`src/design/usbep_pkg.sv`:
```
// Purpose: Shared constants and types for the USB endpoint control block
// Assumes: Wishbone classic, 32-bit data, byte address = 4 x register index
// Notes:   Register indices are kept as printed; bus decodes adr[31:2]
package usbep_pkg;

   // ************************************************************
   // Register indices
   // ************************************************************
   localparam logic [31:0] RXCTL_IDX  = 32'h5000186e;
   localparam logic [31:0] EPCFG_IDX  = 32'h50001870;
   localparam logic [31:0] TXDATA_IDX = 32'h50001872;
   localparam logic [31:0] EVENT_IDX  = 32'h50001878;
   localparam logic [31:0] MODE_IDX   = 32'h5000187a;
   localparam logic [31:0] RXDATA_IDX = 32'h5000187c;

   // ************************************************************
   // Field positions and reset values
   // ************************************************************
   localparam int RXC_EN_BIT    = 0;
   localparam int RXC_IGN_BIT   = 2;
   localparam int RXC_FLUSH_BIT = 3;
   localparam int RXC_WL_LSB    = 5;
   localparam int EPC_EN_BIT    = 4;
   localparam int EPC_ISO_BIT   = 5;
   localparam int EPC_STALL_BIT = 7;
   localparam int MODE_TXEN_BIT = 0;
   localparam int MODE_TEST_BIT = 1;
   localparam int EV_WARN_BIT   = 0;
   localparam logic [7:0] RXC_RST  = 8'h00;
   localparam logic [7:0] EPC_RST  = 8'h00;
   localparam logic [7:0] MODE_RST = 8'h00;

   // ************************************************************
   // Warning limits, FIFO sizes, bus timing
   // ************************************************************
   localparam logic [6:0] WL_LIM1  = 7'h05;
   localparam logic [6:0] WL_LIM2  = 7'h09;
   localparam logic [6:0] WL_LIM3  = 7'h11;
   localparam int         TX_DEPTH = 16;
   localparam int         RX_DEPTH = 64;
   localparam int         DATA_W   = 8;
   localparam int         ACK_LAT  = 1;

   // ************************************************************
   // Types
   // ************************************************************
   typedef enum logic [1:0] {PID_OUT, PID_IN, PID_SETUP} usbep_pid_e;
   typedef enum logic [1:0] {HS_ACK, HS_NAK, HS_STALL, HS_DATA} usbep_hs_e;
   typedef enum logic [1:0] {RX_IDLE, RX_STORE, RX_DROP} usbep_rx_e;

   typedef struct packed {
      usbep_pid_e pid;
      logic [6:0] addr;
      logic [3:0] ep;
   } usbep_tok_s;

endpackage : usbep_pkg

```
`src/design/usbep_fifo.sv`:
```
// Purpose: Synchronous FIFO with valid/ready on both sides and flush
// Assumes: DEPTH is a power of two
// Notes:   Read data is the head word, valid while out_valid_o is high
`timescale 1ns/1ns
module usbep_fifo #(
   parameter int W     = 8,
   parameter int DEPTH = 16
) (
   input  wire logic                       mclk_i,       // System clock
   input  wire logic                       rst_n_i,      // Async reset, active low
   input  wire logic                       flush_i,      // Drop all contents
   input  wire logic                       in_valid_i,   // Write request
   output logic                            in_ready_o,   // Not full
   input  wire logic [W-1:0]               in_data_i,    // Write data
   output logic                            out_valid_o,  // Not empty
   input  wire logic                       out_ready_i,  // Pop request
   output logic [W-1:0]                    out_data_o,   // Head word
   output logic [$clog2(DEPTH):0]          count_o       // Words held
);
   localparam int AW = $clog2(DEPTH);

   logic [W-1:0] mem [DEPTH];
   logic [AW:0]  wr_ptr_reg;
   logic [AW:0]  rd_ptr_reg;
   logic         push;
   logic         pop;

   assign count_o     = wr_ptr_reg - rd_ptr_reg;
   assign in_ready_o  = count_o != (AW+1)'(DEPTH);
   assign out_valid_o = count_o != '0;
   assign out_data_o  = mem[rd_ptr_reg[AW-1:0]];
   assign push        = in_valid_i && in_ready_o && !flush_i;
   assign pop         = out_valid_o && out_ready_i && !flush_i;

   always_ff @(posedge mclk_i) begin
      if (push) begin
         mem[wr_ptr_reg[AW-1:0]] <= in_data_i;
      end
   end

   always_ff @(posedge mclk_i or negedge rst_n_i) begin
      if (!rst_n_i) begin
         wr_ptr_reg <= '0;
         rd_ptr_reg <= '0;
      end else if (flush_i) begin
         wr_ptr_reg <= '0;
         rd_ptr_reg <= '0;
      end else begin
         if (push) begin
            wr_ptr_reg <= wr_ptr_reg + 1'b1;
         end
         if (pop) begin
            rd_ptr_reg <= rd_ptr_reg + 1'b1;
         end
      end
   end

endmodule : usbep_fifo

```
`src/design/usbep_ctrl.sv`:
```
// Purpose: Endpoint FIFO control: receive control, endpoint config, transmit port
// Assumes: Token, byte and packet-end strobes come from logic on mclk_i
// Notes:   Registers over Wishbone classic; one-cycle ack
//
// Overview of operation
// RULE_01: Warning-limit code 00 off, 01 below 5, 10 below 9, 11 below 17 free.
// RULE_02: Free receive bytes under the selected limit set the warning event flag.
// RULE_03: Writing flush discards receive data, idles endpoint, resets both pointers.
// RULE_04: Flush waits while a packet is being received into the FIFO.
// RULE_05: Setup-mask bit makes the endpoint ignore SETUP tokens to its address.
// RULE_06: Reception disarms after each OUT packet or OUT stall; software re-arms.
// RULE_07: SETUP packets are taken whether reception is armed or not.
// RULE_08: Repeated SETUP with no other token between is dropped but acknowledged.
// RULE_09: A SETUP that cannot be taken otherwise gets no handshake.
// RULE_10: Stall answers IN when transmit enabled, OUT when receive armed.
// RULE_11: Stall never answers a SETUP token.
// RULE_12: Isochronous endpoint sends no NAK when not ready.
// RULE_13: Enabled endpoint matches number and device address; disabled ignores tokens.
// RULE_14: Config register holds a read/write four-bit endpoint number.
// RULE_15: Software writes only payload bytes; framing is added downstream.
// RULE_16: Test mode allows the bus to read the transmit data port too.
// RULE_17: Software flushes the receive FIFO after a media error.
// RULE_18: Reserved bits read zero and ignore writes.
//
// Our own choice: the Wishbone interface to the registers.
`timescale 1ns/1ns
module usbep_ctrl
   import usbep_pkg::*;
(
   input  wire logic                   mclk_i,       // 20 MHz system clock
   input  wire logic                   rst_n_i,      // Async reset, active low
   input  wire logic                   wb_cyc_i,     // Bus cycle
   input  wire logic                   wb_stb_i,     // Bus strobe
   input  wire logic                   wb_we_i,      // Write enable
   input  wire logic [31:0]            wb_adr_i,     // Byte address
   input  wire logic [3:0]             wb_sel_i,     // Byte enables
   input  wire logic [31:0]            wb_dat_i,     // Write data
   output logic      [31:0]            wb_dat_o,     // Read data
   output logic                        wb_ack_o,     // Acknowledge
   input  wire logic [6:0]             func_addr_i,  // Device address
   input  wire logic                   tok_valid_i,  // Token strobe
   input  wire usbep_pkg::usbep_tok_s  tok_i,        // Token contents
   input  wire logic                   rx_valid_i,   // Received payload byte strobe
   input  wire logic [7:0]             rx_byte_i,    // Received payload byte
   input  wire logic                   rx_end_i,     // Good packet end strobe
   output logic                        hs_valid_o,   // Handshake request pulse
   output usbep_pkg::usbep_hs_e        hs_kind_o,    // Handshake kind
   input  wire logic                   tx_req_i,     // Engine wants next byte
   output logic                        tx_valid_o,   // Transmit byte valid pulse
   output logic      [7:0]             tx_byte_o,    // Transmit byte
   output logic                        rx_busy_o     // Packet reception active
);

   // ************************************************************
   // Declarations
   // ************************************************************
   logic [7:0]  rxc_reg, epc_reg, mode_reg;
   logic        flush_pend_reg, warn_ev_reg, setup_held_reg, end_send_reg, end_setup_reg;
   usbep_hs_e   end_kind_reg;
   usbep_rx_e   rx_state_reg;
   logic        bus_req, bus_go, wr_lo;
   logic        hit_rxc, hit_epc, hit_txd, hit_ev, hit_mode, hit_rxd;
   logic        tx_in_valid, tx_in_ready, tx_out_valid, tx_pop;
   logic [7:0]  tx_head;
   logic        rx_in_valid, rx_in_ready, rx_out_valid, rx_pop;
   logic [7:0]  rx_head;
   logic [6:0]  rx_count, rx_free, warn_lim;
   logic        warn_hit, rx_flush, tok_match, rx_armed, iso, stall;

   function automatic logic hit(input logic [31:0] adr, input logic [31:0] idx);
      hit = adr[31:2] == idx[29:0];
   endfunction : hit

   // ************************************************************
   // Wishbone slave
   // ************************************************************
   assign bus_req  = wb_cyc_i && wb_stb_i && !wb_ack_o;
   assign hit_rxc  = hit(wb_adr_i, RXCTL_IDX);
   assign hit_epc  = hit(wb_adr_i, EPCFG_IDX);
   assign hit_txd  = hit(wb_adr_i, TXDATA_IDX);
   assign hit_ev   = hit(wb_adr_i, EVENT_IDX);
   assign hit_mode = hit(wb_adr_i, MODE_IDX);
   assign hit_rxd  = hit(wb_adr_i, RXDATA_IDX);
   // Transmit writes stall while the FIFO is full
   assign bus_go   = bus_req && !(hit_txd && wb_we_i && !tx_in_ready);
   assign wr_lo    = bus_go && wb_we_i && wb_sel_i[0];

   always_ff @(posedge mclk_i or negedge rst_n_i) begin
      if (!rst_n_i) begin
         wb_ack_o <= 1'b0;
      end else begin
         wb_ack_o <= bus_go;
      end
   end

   always_ff @(posedge mclk_i or negedge rst_n_i) begin
      if (!rst_n_i) begin
         wb_dat_o <= '0;
      end else if (bus_go && !wb_we_i) begin
         wb_dat_o <= '0; // [RULE_18]
         if (hit_rxc) begin
            wb_dat_o[7:0] <= {1'b0, rxc_reg[6:5], 1'b0, flush_pend_reg, rxc_reg[2], 1'b0,
                              rxc_reg[0]};
         end else if (hit_epc) begin
            wb_dat_o[7:0] <= {epc_reg[7], 1'b0, epc_reg[5:0]}; // [RULE_14]
         end else if (hit_txd && mode_reg[MODE_TEST_BIT]) begin
            wb_dat_o[7:0] <= tx_head; // [RULE_16]
         end else if (hit_ev) begin
            wb_dat_o[0] <= warn_ev_reg;
         end else if (hit_mode) begin
            wb_dat_o[7:0] <= {6'h00, mode_reg[1:0]};
         end else if (hit_rxd) begin
            wb_dat_o[7:0] <= rx_head;
         end
      end
   end

   // ************************************************************
   // Configuration registers
   // ************************************************************
   always_ff @(posedge mclk_i or negedge rst_n_i) begin
      if (!rst_n_i) begin
         epc_reg  <= EPC_RST;
         mode_reg <= MODE_RST;
      end else begin
         if (wr_lo && hit_epc) begin
            epc_reg <= wb_dat_i[7:0] & 8'hbf; // [RULE_14] [RULE_18]
         end
         if (wr_lo && hit_mode) begin
            mode_reg <= wb_dat_i[7:0] & 8'h03;
         end
      end
   end

   assign iso      = epc_reg[EPC_ISO_BIT];
   assign stall    = epc_reg[EPC_STALL_BIT];
   assign rx_armed = rxc_reg[RXC_EN_BIT];
   assign tok_match = tok_valid_i && epc_reg[EPC_EN_BIT] && tok_i.addr == func_addr_i
                      && tok_i.ep == epc_reg[3:0]; // [RULE_13]

   // ************************************************************
   // Receive FIFO, warning and flush
   // ************************************************************
   assign rx_in_valid = rx_valid_i && rx_state_reg == RX_STORE;
   assign rx_pop      = bus_go && !wb_we_i && hit_rxd;
   assign rx_flush    = flush_pend_reg && rx_state_reg == RX_IDLE; // [RULE_04]
   assign rx_free     = 7'(RX_DEPTH) - rx_count;

   usbep_fifo #(
      .W     (DATA_W),
      .DEPTH (RX_DEPTH)
   ) u_rx_fifo (
      .mclk_i      (mclk_i),
      .rst_n_i     (rst_n_i),
      .flush_i     (rx_flush),
      .in_valid_i  (rx_in_valid),
      .in_ready_o  (rx_in_ready),
      .in_data_i   (rx_byte_i),
      .out_valid_o (rx_out_valid),
      .out_ready_i (rx_pop),
      .out_data_o  (rx_head),
      .count_o     (rx_count)
   );

   always_comb begin
      case (rxc_reg[6:5])
         2'b01:   warn_lim = WL_LIM1; // [RULE_01]
         2'b10:   warn_lim = WL_LIM2;
         2'b11:   warn_lim = WL_LIM3;
         default: warn_lim = '0;
      endcase
   end
   assign warn_hit = rx_free < warn_lim; // [RULE_02]

   // Event set wins over a write-one clear
   always_ff @(posedge mclk_i or negedge rst_n_i) begin
      if (!rst_n_i) begin
         warn_ev_reg <= 1'b0;
      end else if (warn_hit) begin
         warn_ev_reg <= 1'b1; // [RULE_02]
      end else if (wr_lo && hit_ev && wb_dat_i[EV_WARN_BIT]) begin
         warn_ev_reg <= 1'b0;
      end
   end

   always_ff @(posedge mclk_i or negedge rst_n_i) begin
      if (!rst_n_i) begin
         flush_pend_reg <= 1'b0;
      end else if (wr_lo && hit_rxc && wb_dat_i[RXC_FLUSH_BIT]) begin
         flush_pend_reg <= 1'b1; // [RULE_03]
      end else if (rx_flush) begin
         flush_pend_reg <= 1'b0;
      end
   end

   // ************************************************************
   // Token and receive sequencing
   // ************************************************************
   always_ff @(posedge mclk_i or negedge rst_n_i) begin
      if (!rst_n_i) begin
         rxc_reg        <= RXC_RST;
         rx_state_reg   <= RX_IDLE;
         setup_held_reg <= 1'b0;
         end_send_reg   <= 1'b0;
         end_setup_reg  <= 1'b0;
         end_kind_reg   <= HS_ACK;
         hs_valid_o     <= 1'b0;
         hs_kind_o      <= HS_ACK;
      end else begin
         hs_valid_o <= 1'b0;
         if (wr_lo && hit_rxc) begin
            rxc_reg <= wb_dat_i[7:0] & 8'h65; // [RULE_18]
         end
         case (rx_state_reg)
            RX_IDLE: begin
               if (rx_flush) begin
                  setup_held_reg <= 1'b0; // [RULE_03]
               end else if (tok_match && tok_i.pid == PID_SETUP) begin
                  if (rxc_reg[RXC_IGN_BIT]) begin
                     rx_state_reg <= RX_IDLE; // [RULE_05]
                  end else if (setup_held_reg) begin
                     rx_state_reg  <= RX_DROP; // [RULE_08]
                     end_send_reg  <= 1'b1;
                     end_setup_reg <= 1'b0;
                     end_kind_reg  <= HS_ACK;
                  end else if (flush_pend_reg || rx_out_valid) begin
                     rx_state_reg  <= RX_DROP; // [RULE_09]
                     end_send_reg  <= 1'b0;
                     end_setup_reg <= 1'b0;
                  end else begin
                     rx_state_reg  <= RX_STORE; // [RULE_07] [RULE_11]
                     end_send_reg  <= 1'b1;
                     end_setup_reg <= 1'b1;
                     end_kind_reg  <= HS_ACK;
                  end
               end else if (tok_match && tok_i.pid == PID_OUT) begin
                  setup_held_reg <= 1'b0;
                  end_setup_reg  <= 1'b0;
                  if (stall && rx_armed) begin
                     hs_valid_o         <= 1'b1; // [RULE_10]
                     hs_kind_o          <= HS_STALL;
                     rxc_reg[RXC_EN_BIT] <= 1'b0; // [RULE_06]
                  end else if (!rx_armed || !rx_in_ready || flush_pend_reg) begin
                     rx_state_reg <= RX_DROP;
                     end_send_reg <= !iso; // [RULE_12]
                     end_kind_reg <= HS_NAK;
                  end else begin
                     rx_state_reg <= RX_STORE;
                     end_send_reg <= !iso;
                     end_kind_reg <= HS_ACK;
                  end
               end else if (tok_match && tok_i.pid == PID_IN) begin
                  setup_held_reg <= 1'b0;
                  if (stall && mode_reg[MODE_TXEN_BIT]) begin
                     hs_valid_o <= 1'b1; // [RULE_10]
                     hs_kind_o  <= HS_STALL;
                  end else if (mode_reg[MODE_TXEN_BIT] && tx_out_valid) begin
                     hs_valid_o <= 1'b1;
                     hs_kind_o  <= HS_DATA;
                  end else if (!iso) begin
                     hs_valid_o <= 1'b1; // [RULE_12]
                     hs_kind_o  <= HS_NAK;
                  end
               end
            end
            RX_STORE, RX_DROP: begin
               if (rx_end_i) begin
                  rx_state_reg <= RX_IDLE;
                  hs_valid_o   <= end_send_reg;
                  hs_kind_o    <= end_kind_reg;
                  if (end_setup_reg) begin
                     setup_held_reg <= 1'b1; // [RULE_08]
                  end else if (rx_state_reg == RX_STORE) begin
                     rxc_reg[RXC_EN_BIT] <= 1'b0; // [RULE_06]
                  end
               end
            end
            default: rx_state_reg <= RX_IDLE;
         endcase
      end
   end

   always_ff @(posedge mclk_i or negedge rst_n_i) begin
      if (!rst_n_i) begin
         rx_busy_o <= 1'b0;
      end else begin
         rx_busy_o <= rx_state_reg != RX_IDLE;
      end
   end

   // ************************************************************
   // Transmit FIFO and byte stream
   // ************************************************************
   assign tx_in_valid = bus_req && wb_we_i && wb_sel_i[0] && hit_txd; // [RULE_15]
   assign tx_pop      = (tx_req_i && mode_reg[MODE_TXEN_BIT]) ||
                        (bus_go && !wb_we_i && hit_txd && mode_reg[MODE_TEST_BIT]);

   usbep_fifo #(
      .W     (DATA_W),
      .DEPTH (TX_DEPTH)
   ) u_tx_fifo (
      .mclk_i      (mclk_i),
      .rst_n_i     (rst_n_i),
      .flush_i     (1'b0),
      .in_valid_i  (tx_in_valid),
      .in_ready_o  (tx_in_ready),
      .in_data_i   (wb_dat_i[7:0]),
      .out_valid_o (tx_out_valid),
      .out_ready_i (tx_pop),
      .out_data_o  (tx_head),
      .count_o     ()
   );

   always_ff @(posedge mclk_i or negedge rst_n_i) begin
      if (!rst_n_i) begin
         tx_valid_o <= 1'b0;
         tx_byte_o  <= '0;
      end else begin
         tx_valid_o <= tx_req_i && mode_reg[MODE_TXEN_BIT] && tx_out_valid;
         if (tx_req_i && tx_out_valid) begin
            tx_byte_o <= tx_head;
         end
      end
   end

   // ************************************************************
   // Assertions
   // ************************************************************
   a_ack_one_cycle: assert property (@(posedge mclk_i) disable iff (!rst_n_i)
      wb_ack_o |=> !wb_ack_o) else $error("ack held longer than one cycle");
   a_warn_sets: assert property (@(posedge mclk_i) disable iff (!rst_n_i) // [RULE_02]
      (rxc_reg[6:5] == 2'b11 && rx_free < WL_LIM3) |=> warn_ev_reg)
      else $error("warning flag not set");
   a_warn_off: assert property (@(posedge mclk_i) disable iff (!rst_n_i) // [RULE_01]
      (rxc_reg[6:5] == 2'b00 && !warn_ev_reg) |=> !warn_ev_reg)
      else $error("warning flag set while disabled");
   a_flush_waits: assert property (@(posedge mclk_i) disable iff (!rst_n_i) // [RULE_04]
      (rx_state_reg == RX_STORE) |-> !rx_flush) else $error("flush during reception");
   a_flush_empty: assert property (@(posedge mclk_i) disable iff (!rst_n_i) // [RULE_03]
      rx_flush |=> rx_count == '0 && !flush_pend_reg) else $error("flush left data");
   a_setup_mask: assert property (@(posedge mclk_i) disable iff (!rst_n_i) // [RULE_05]
      (tok_match && tok_i.pid == PID_SETUP && rxc_reg[RXC_IGN_BIT] && rx_state_reg == RX_IDLE
       && !rx_flush) |=> rx_state_reg == RX_IDLE) else $error("masked SETUP accepted");
   a_out_disarm: assert property (@(posedge mclk_i) disable iff (!rst_n_i) // [RULE_06]
      (rx_state_reg == RX_STORE && rx_end_i && !end_setup_reg && !(wr_lo && hit_rxc))
      |=> !rx_armed) else $error("reception still armed after packet");
   a_stall_out: assert property (@(posedge mclk_i) disable iff (!rst_n_i) // [RULE_10]
      (tok_match && tok_i.pid == PID_OUT && stall && rx_armed && rx_state_reg == RX_IDLE
       && !rx_flush) |=> hs_valid_o && hs_kind_o == HS_STALL) else $error("no STALL on OUT");
   a_no_stall_setup: assert property (@(posedge mclk_i) disable iff (!rst_n_i) // [RULE_11]
      (tok_match && tok_i.pid == PID_SETUP && rx_state_reg == RX_IDLE) |=> !hs_valid_o)
      else $error("SETUP answered at token");
   a_iso_no_nak: assert property (@(posedge mclk_i) disable iff (!rst_n_i) // [RULE_12]
      (hs_valid_o && hs_kind_o == HS_NAK) |-> !$past(iso)) else $error("NAK on iso endpoint");
   a_disabled_quiet: assert property (@(posedge mclk_i) disable iff (!rst_n_i) // [RULE_13]
      (!epc_reg[EPC_EN_BIT] && rx_state_reg == RX_IDLE) |=> !hs_valid_o)
      else $error("disabled endpoint answered");
   a_setup_repeat: assert property (@(posedge mclk_i) disable iff (!rst_n_i) // [RULE_08]
      (tok_match && tok_i.pid == PID_SETUP && setup_held_reg && !rxc_reg[RXC_IGN_BIT]
       && rx_state_reg == RX_IDLE && !rx_flush) |=> rx_state_reg == RX_DROP && end_send_reg)
      else $error("repeated SETUP not dropped with ACK");

   c_out_packet: cover property (@(posedge mclk_i) rx_state_reg == RX_STORE && rx_end_i);
   c_setup_drop: cover property (@(posedge mclk_i) rx_state_reg == RX_DROP && end_send_reg);
   c_in_data: cover property (@(posedge mclk_i) hs_valid_o && hs_kind_o == HS_DATA);
   c_flush: cover property (@(posedge mclk_i) rx_flush);

endmodule : usbep_ctrl

```
`config.mk`:
```
export PLATFORM = sky130hd
export DESIGN_NAME = usbep_ctrl
export DESIGN_NICKNAME = d
export VERILOG_FILES = /design/src/design/usbep_pkg.sv /design/src/design/usbep_fifo.sv /design/src/design/usbep_ctrl.sv
export SDC_FILE = /design/constraint.sdc
export NUM_CORES = 1
export LEC_CHECK = 0
export ABC_AREA = 1
export BUFFER_PORTS_ARGS = -buffer_cell sky130_fd_sc_hd__buf_2
export CAP_MARGIN = 20
export CORE_UTILIZATION = 35
export DETAILED_ROUTE_END_ITERATION = 8
export GPL_TIMING_DRIVEN = 0
export PLACE_DENSITY = 0.52
export SETUP_SLACK_MARGIN = 0.02
export SLEW_MARGIN = 40
export SYNTH_ARGS = -nofsm -noshare
export SYNTH_HDL_FRONTEND = slang
export SYNTH_SLANG_ARGS = --single-unit
```
`constraint.sdc`:
```
create_clock -name mclk_i -period 3.29 [get_ports mclk_i]
set_input_delay 0.658 -clock mclk_i [delete_from_list [all_inputs] [get_ports mclk_i]]
set_output_delay 0.658 -clock mclk_i [all_outputs]
set_load 0.02 [all_outputs]
```
==> flow_results.org, run 1 <==
** Final layout
- Area added between synthesis and finish :: 21.4%
- In the final layout, the multi-input gates occupy 9220 um^2.
- Final cell utilization of the core :: 42.9%
- Flip-flop count of the largest register, all copies and words added :: 512
- Fill cell count :: 8034
- Register cell area after layout :: 20900 um^2
- Fraction of layout instances using a drive strength above 1 :: 17.9%
- Net total in the final layout :: 3158
- After routing the design area is 37300 um^2.

** Route
- In the detailed route, the total length drawn on met2 is 47700 um.
- Total met3 wirelength after detailed routing :: 11200 um
- Routed length per placed instance :: 25.5 um
- Total wire length :: 108000 um
- After detailed routing, the number of vias per cell comes to 5.51.
- Initial DRT Pass Iterations :: 6
- After detailed routing, the wire length on met1 is 45600 um.
- Number of nets with antenna violations after routing :: 0
- In this run, the number of DRC markers left after iteration 0 of detailed routing was 3181.
- Detailed-route via count :: 23400
- After detailed routing, no signal wire sits above met4.
- For this run, design rule violations remaining after detail routing come to 0.

** Logic synthesis
- Synth Instances :: 2747
- Post-synthesis cell type with the largest combined area :: sky130_fd_sc_hd__edfxtp_1
- By area the synthesized netlist is led by sky130_fd_sc_hd__edfxtp_1, sky130_fd_sc_hd__nor2_1, sky130_fd_sc_hd__dfrtp_1.
- Top_reg_cell synth :: sky130_fd_sc_hd__edfxtp_1
- Number of synthesized flops with an enable pin :: 640
- Counting flops with an async set or reset pin after synthesis yields a share of 9.48%.
- Among all cell types in the netlist, the one instantiated most often is sky130_fd_sc_hd__edfxtp_1.
- Counting distinct cell types in the post-synthesis netlist gives 54.
- After synthesis the netlist holds a flip-flop and latch count of 707.
- The cell area that synthesis handed to floorplanning was 30700 um^2.
- Each instance of the synthesized netlist takes up on average 11.2 um^2.
- Yosys warning count :: 0
- The top cell type by area accounts for 62.5% of the synthesized area.
- Ranking of synthesized cells by instance count :: sky130_fd_sc_hd__edfxtp_1, sky130_fd_sc_hd__nor2_1, sky130_fd_sc_hd__nand2_1
- Sequential share of the synthesized area :: 68.0%

** Timing
- The clock arrives with 0.0385 ns of skew.
- Final max-slew violation count :: 0
- In this run the tightest slew margin relative to its limit is 40.0%.
- Across all setup checks in the final design, the least slack found is 0.0109 ns.
- Final TNS setup :: 0 ns
- Derived from the worst setup path, the maximum achievable clock frequency is 305 MHz.
- The worst path needs 3.28 ns of the cycle, external delays included.
- The final critical path takes up 99.7% of the cycle.
- At the pin with the least slew margin, the transition time is 0.895 ns.
- Setup violation total in the final timing report :: 0
- The count of endpoints failing hold in the final timing report is 0.

** Critical path
- Walking the worst path, the cells encountered are buf_6 > inv_2 > buf_4 > buf_2 > buf_2 > o21ai_0 > o221ai_2 > nand3_1 > nand3_1 > nand3_1 > nand3_1 > nand2_1 > nand2_1 > nand2_1 > nand2_1.
- In this run the critical register-to-register path is captured at wb_dat_o[4].
- The worst register-to-register path has a depth of 15.
- STA puts the critical path data arrival time at 3.85 ns.
- The worst setup path is launched from a flop.
- Crit Reg-Reg Startpoint :: u_rx_fifo.rd_ptr_reg[1]
- The largest individual stage delay along the critical path comes from the cell sky130_fd_sc_hd__dfrtp_2.
- Critical path fanouts, max :: 10
- Counting both buffers and inverters, the worst setup path holds a total of 5.
- STA classifies the critical path endpoint as a flop.
- Kind of cell with the highest combined delay on the critical path :: simple AND/OR/NAND/NOR gates
- Largest incremental delay on the critical path :: 0.45 ns
- Required arrival time at the worst endpoint :: 3.86 ns
- R2R setup slack :: 0.01 ns
- Crit Path Category :: flop to flop

** Placed design
- Summed over all nets, the half-perimeter wirelength after detailed placement is 72900 um.
- Final weighted congestion in routability-driven placement :: 0.955
- Count of buffers from port buffering :: 97
- Placement-stage worst setup slack :: -1.63 ns
- The placed instances occupy a cell area of 33000 um^2.

** Clock tree
- The H-tree generated during clock tree synthesis spans 3 levels.
- Clock-pin slew was measured on the worst setup and hold paths at 0.06 ns.
- The clock net in this run drives a total of 707 sinks.
- TritonCTS built the clock tree.
- In this run the clock root is driven by a sky130_fd_sc_hd__clkbuf_16.
- Number of CTS-inserted buffers :: 78
- Buffers from clock root to sink, at most :: 3
- Latest clock arrival within the worst-skew pair :: 0.63 ns

** Worst hold path
- Worst hold endpoint :: hs_valid_o
- Worst hold path startpoint :: rx_end_i
- Hold Crit Class :: input port to flop
- Counting instances, the worst hold path has a depth of 3.

** Run status
- The run finished with clean final reports.

** Die
- The initialized floorplan defines 108 standard-cell rows.
- Die Outline Area :: 89000 um^2
- From bottom edge to top edge, the die measures 298 um.
- I/O Pins :: 151
- Die width :: 298 um
- Initial Utilization :: 35.4%
- Area inside the core boundary :: 86900 um^2

** GRT
- The via count of the first global-routing pass came to 22200.
- Entering global routing, the biggest net connects 65 pins.
- The first global-routing pass estimated 156000 um of wire.
- Overall routing resource usage :: 24.0%
- Number of antenna violations at the first check in global routing :: 7
- Leftover overflow at the end of global routing :: 0

** Power
- Across the VDD grid, the largest voltage drop is 417 uV.
- Leakage power of the design :: 0.0137 uW
- PwrDens :: 506 nW/um^2
- Sum of internal, switching and leakage power :: 18900 uW

** Job
- The tool flagged a number of max-cap violations equal to 0.
-- per-stage QoR --
step | std cells | hold WS [ns]
finish | 4246 | 0.352
global placement | 4022 | 0.453
detailed placement | 4028 | 0.460
global route | 4245 | 0.363
floorplan | 2770 | 0.362
CTS | 4235 | 0.335
-- cells in the final DEF, fill, tap and decap left out, types with 17 or more instances in the layout --
cell type / n
sky130_fd_sc_hd__edfxtp_1: 640
sky130_fd_sc_hd__nor2_1: 411
sky130_fd_sc_hd__nand2_1: 356
sky130_fd_sc_hd__o21ai_0: 325
sky130_fd_sc_hd__inv_1: 165
sky130_fd_sc_hd__nand3_1: 148
sky130_fd_sc_hd__buf_2: 125
sky130_fd_sc_hd__clkbuf_16: 81
sky130_fd_sc_hd__nor2_4: 80
sky130_fd_sc_hd__o22ai_1: 80
sky130_fd_sc_hd__buf_4: 77
sky130_fd_sc_hd__clkbuf_1: 73
sky130_fd_sc_hd__dfrtp_1: 62
sky130_fd_sc_hd__buf_12: 42
sky130_fd_sc_hd__o221ai_1: 38
sky130_fd_sc_hd__a21oi_1: 37
sky130_fd_sc_hd__o211ai_1: 35
sky130_fd_sc_hd__nand4_1: 27
sky130_fd_sc_hd__conb_1: 24
sky130_fd_sc_hd__clkinv_1: 21
sky130_fd_sc_hd__xor2_1: 20
sky130_fd_sc_hd__ha_1: 20
sky130_fd_sc_hd__nor3_1: 19
sky130_fd_sc_hd__clkbuf_2: 17
-- power breakdown --
group / total (uW) / internal [uW] / switching, uW
clock: 8410 / 4720 / 3690
combinational: 629 / 180 / 449
sequential: 9840 / 9820 / 21.9
-- how the worst max path moves through the flow --
stage	from	endpoint	slack, ns	cells after the start
finish	u_rx_fifo.rd_ptr_reg[1]	wb_dat_o[4]	0.01	15
global route	u_rx_fifo.rd_ptr_reg[2]	u_rx_fifo.mem[15][2]	-0.004	19
CTS	u_rx_fifo.wr_ptr_reg[0]	u_rx_fifo.mem[15][2]	0.02	16
detailed placement	u_rx_fifo.rd_ptr_reg[1]	u_rx_fifo.mem[20][7]	-1.63	17
global placement	u_rx_fifo.rd_ptr_reg[1]	u_rx_fifo.mem[15][4]	-2.06	17
floorplan	u_rx_fifo.rd_ptr_reg[2]	u_rx_fifo.mem[31][0]	-0.04	17
-- worst reg2reg max path, stage by stage (launching register included) --
cell and delay [ns]:
sky130_fd_sc_hd__dfrtp_2 0.45, sky130_fd_sc_hd__buf_6 0.13, sky130_fd_sc_hd__inv_2 0.08, sky130_fd_sc_hd__buf_4 0.13, sky130_fd_sc_hd__buf_2 0.26, sky130_fd_sc_hd__buf_2 0.39, sky130_fd_sc_hd__o21ai_0 0.24, sky130_fd_sc_hd__o221ai_2 0.32
sky130_fd_sc_hd__nand3_1 0.30, sky130_fd_sc_hd__nand3_1 0.16, sky130_fd_sc_hd__nand3_1 0.24, sky130_fd_sc_hd__nand3_1 0.27, sky130_fd_sc_hd__nand2_1 0.09, sky130_fd_sc_hd__nand2_1 0.07, sky130_fd_sc_hd__nand2_1 0.05, sky130_fd_sc_hd__nand2_1 0.05
-- what timing repair did --
item | CTS | global route
cloned | 1 | 0
hold buffers | 1 | 0
buffers inserted | 67 | 10
endpoints found under the setup margin | 670 | 645
resized for setup | 177 | 45
hold endpoints to repair | 16 | 0
pin swaps | 45 | 12
-- metal layers --
metal  GRT usage, %  vias up
met4           8.57        0
li1               -    10300
met1           34.2    11600
met2           36.5     1324
met3           4.52      211
met5              0        -
-- cell families (layout without fill, tap and decap cells) --
kind of cell	count (synthesis)	after routing	share of synthesized area, %
AO/OA/AOI/OAI	547	547	10.3
XOR/XNOR	25	25	0.712
adder cells (fa/ha/maj)	25	25	1.04
buffers and inverters	341	661	4.84
flip-flops	707	707	68.0
other	1	25	0.0122
AND/OR/NAND/NOR	1101	1101	15.2
-- final cells by class --
type	instances	share of cell area, %
diodes	1	0.00671
plain buffers	157	2.50
clock buffers	101	5.55
clock inverters	41	0.939
inverters	180	1.88
multi-input cells	1722	24.7
flip-flops and latches	707	56.0
well taps	1155	3.87
repair buffers	182	4.54
Note: power is estimated with default switching activity, not from simulation.
==> run 2: changes to the inputs <==
- CTS_CLUSTER_DIAMETER: unset -> 80
- PLACE_DENSITY: 0.52 -> 0.5
- clock period: 3.29 -> 4.06 ns (I/O delays scaled with it)
==> run 2 against run 1 <==
Effect of this change: clock skew up 0.016 ns; global-route usage up 0.14 points; combinational power down 19%; power down 17%; register-to-register slack better by 0.18 ns; clock-buffer cell count down 4; sequential share of layout area up 1.4 points; cell count down 1.2%; critical path depth down 1; die area unchanged; maximum frequency down 15%.
==> flow_results.org, run 2 (synthesized netlist as in run 1, its figures left out) <==
** GRT
- Global routing finished with a remaining overflow of 0.
- Via count of the first global-routing pass :: 21900
- Overall routing resource usage :: 24.1%
- The first global-routing pass estimated 155000 um of wire.
- The number of antenna violations at the first check in global routing came to 3.
- Largest net degree at the start of global routing :: 65

** Critical path
- For the worst flop-to-flop path, the logic depth is 14.
- Crit end category :: flop
- Crit Reg-Reg Startpoint :: u_tx_fifo.rd_ptr_reg[1]
- The worst register-to-register path ends at u_tx_fifo.mem[2][1].
- STA classifies the critical path startpoint as a flop.
- Required arrival time at the worst endpoint :: 4.34 ns
- Critical path fanouts, max :: 10
- At the worst endpoint, the arrival time is 4.14 ns.
- For flop-to-flop paths, the worst setup slack is 0.19 ns.
- Crit Path Category :: flop to flop

** Worst hold path
- Number of cells on the worst hold path :: 2
- The worst hold path belongs to the class flop to flop.
- Worst hold endpoint :: hs_kind_o[1]
- In this run the most critical hold path is launched from hs_kind_o[1].

** Route
- After detailed routing, the number of vias per cell comes to 5.43.
- Initial DRT Pass Iterations :: 6
- Number of nets with antenna violations after routing :: 0
- In the detailed route, the total length drawn on met3 is 9340 um.
- For this run, design rule violations remaining after detail routing come to 0.
- Signal routing reaches up to met4.
- Summed over all layers, the routed wires come to 109000 um.
- Routed length per placed instance :: 25.9 um
- Routed met1 length :: 46100 um
- Detailed-route via count :: 22800
- After the first detailed-routing iteration, the DRC count stood at 2704.
- DR WL met2 :: 50200 um

** Timing
- RSZ-0062 raised after global routing :: yes
- Final max-slew violation count :: 0
- Dividing the final minimum period by the clock period gives 95.2%.
- Remaining max-slew budget at the tightest pin :: 36.0%
- Fin crit period :: 3.87 ns
- Setup Skew :: 0.0549 ns
- F_max :: 259 MHz
- Hold violation count in the final report :: 0
- Once routing completed, OpenROAD measured the worst setup slack at 0.194 ns.
- Worst Max-Slew Pin Slew :: 0.960 ns
- Setup violations remaining at the end of the flow were counted as 0.

** Die
- The initialized floorplan defines 108 standard-cell rows.
- Area inside the core boundary :: 86900 um^2
- I/O Pins :: 151
- Initial Utilization :: 35.4%
- The die is 298 um tall.
- In this run the horizontal extent of the chip is 298 um.
- Die Outline Area :: 89000 um^2

** Run status
- The flow ran to the end, and the final reports show no timing, DRC or antenna violations.

** Final layout
- Most frequent standard cell in the layout excluding fill and tap cells :: sky130_fd_sc_hd__edfxtp_1
- Net total in the final layout :: 3105
- The sequential cells in the finished layout cover a total of 20900 um^2.
- Fraction of layout instances using a drive strength above 1 :: 15.4%
- The library cells used most frequently in the layout, excluding fill and tap cells, are sky130_fd_sc_hd__edfxtp_1, sky130_fd_sc_hd__nor2_1, sky130_fd_sc_hd__nand2_1.
- Flip-flop count of the largest register, all copies and words added :: 512
- Area added between synthesis and finish :: 18.5%
- Cells fill 41.9% of the core in the end.
- Area taken by multi-input logic gates :: 8990 um^2
- Fill cell count :: 8194

** Clock tree
- The longest clock path from root to sink contains 3 buffers.
- Max H-tree Level :: 3
- Root Buffer :: sky130_fd_sc_hd__clkbuf_16
- Clock-pin slew was measured on the worst setup and hold paths at 0.06 ns.
- TritonCTS created 80 clock buffers.
- Counting every sink on the clock net gives 707.
- The later pin in the worst-skew pair is clocked with a latency of 0.65 ns.
- TritonCTS built the clock tree.

** Placed design
- Input and output buffers added on the ports amount to 97.
- Routability-driven placement finished with a final weighted congestion of 0.957.
- Placement-stage worst setup slack :: -0.648 ns
- Half-perimeter wire length after placement :: 73600 um

** Job
- Max Cap Violations :: 0

** Power
- Dividing total power by cell area gives a power density of 431 nW/um^2.
- IR analysis of the VDD net gives a maximum drop of 291 uV.
- Summed over all cells, the static leakage comes to 0.0133 uW.
## run 2: through the flow
stage | cells | TNS (ns) | area (um^2) | power (uW) | hold WS, ns
final | 4197 | 0 | 36400 | 15700 | 0.473
after global placement | 4022 | -459.84 | 32800 | 8600 | 0.461
after global routing | 4195 | -1.35 | 36400 | 16100 | 0.481
after detailed placement | 4026 | -195.44 | 33000 | 8620 | 0.467
after CTS | 4181 | 0 | 36000 | 15800 | 0.461
after floorplan | 2770 | 0 | 30800 | 8360 | 0.442
## run 2: per-layer routing
metal | vias up | track usage [%]
met3 | 169 | 4.41
met5 | - | 0
met1 | 11400 | 33.4
met2 | 1087 | 38.4
li1 | 10200 | -
met4 | 0 | 7.66
## run 2: how the worst max path moves through the flow
stage                            startpoint              endpoint  slack, ns  cells after the start
floorplan           u_rx_fifo.rd_ptr_reg[2]  u_rx_fifo.mem[31][0]       0.73                     17
global placement    u_rx_fifo.rd_ptr_reg[1]  u_rx_fifo.mem[31][3]      -1.51                     17
detailed placement  u_rx_fifo.rd_ptr_reg[1]  u_rx_fifo.mem[21][5]      -0.65                     15
CTS                 u_rx_fifo.rd_ptr_reg[3]  u_rx_fifo.mem[39][0]      0.003                     14
global route        u_tx_fifo.rd_ptr_reg[1]  u_tx_fifo.mem[10][6]      -0.09                     14
finish              u_tx_fifo.rd_ptr_reg[1]   u_tx_fifo.mem[2][1]       0.19                     14
## run 2: critical path, cell delays in order, from the launching register on
cell	delay, ns
sky130_fd_sc_hd__dfrtp_1	0.50
sky130_fd_sc_hd__inv_1	0.25
sky130_fd_sc_hd__clkbuf_1	0.49
sky130_fd_sc_hd__ha_1	0.35
sky130_fd_sc_hd__inv_1	0.10
sky130_fd_sc_hd__o21bai_4	0.07
sky130_fd_sc_hd__nand2_1	0.06
sky130_fd_sc_hd__nand2_1	0.08
sky130_fd_sc_hd__nand2_1	0.07
sky130_fd_sc_hd__nand2_1	0.06
sky130_fd_sc_hd__xor2_1	0.17
sky130_fd_sc_hd__nor2_1	0.12
sky130_fd_sc_hd__nor2_2	0.30
sky130_fd_sc_hd__nand2_1	0.26
sky130_fd_sc_hd__nor2_1	0.61
## run 2: timing repair
action | in CTS | in global routing
endpoints found under the hold margin | 12 | 0
setup buffers | 9 | 14
setup endpoints to repair | 512 | 534
resized for setup | 58 | 45
pin swaps | 9 | 9
hold buffers | 1 | 0
## run 2: where the power goes
part	internal, uW	switching (uW)	leakage [uW]	total (uW)
clock network	4090	3120	0.00126	7210
registers	7960	15.6	0.00661	7970
logic	136	371	0.00542	507
## run 2: final cells by class
class | count | share of cell area [%]
timing repair buffer | 125 | 2.59
clock buffer | 97 | 5.70
sequential | 707 | 57.4
antenna | 2 | 0.0137
clock inverter | 50 | 1.51
multi-input combinational | 1722 | 24.7
buffer | 159 | 2.29
tap | 1155 | 3.97
inverter | 180 | 1.89
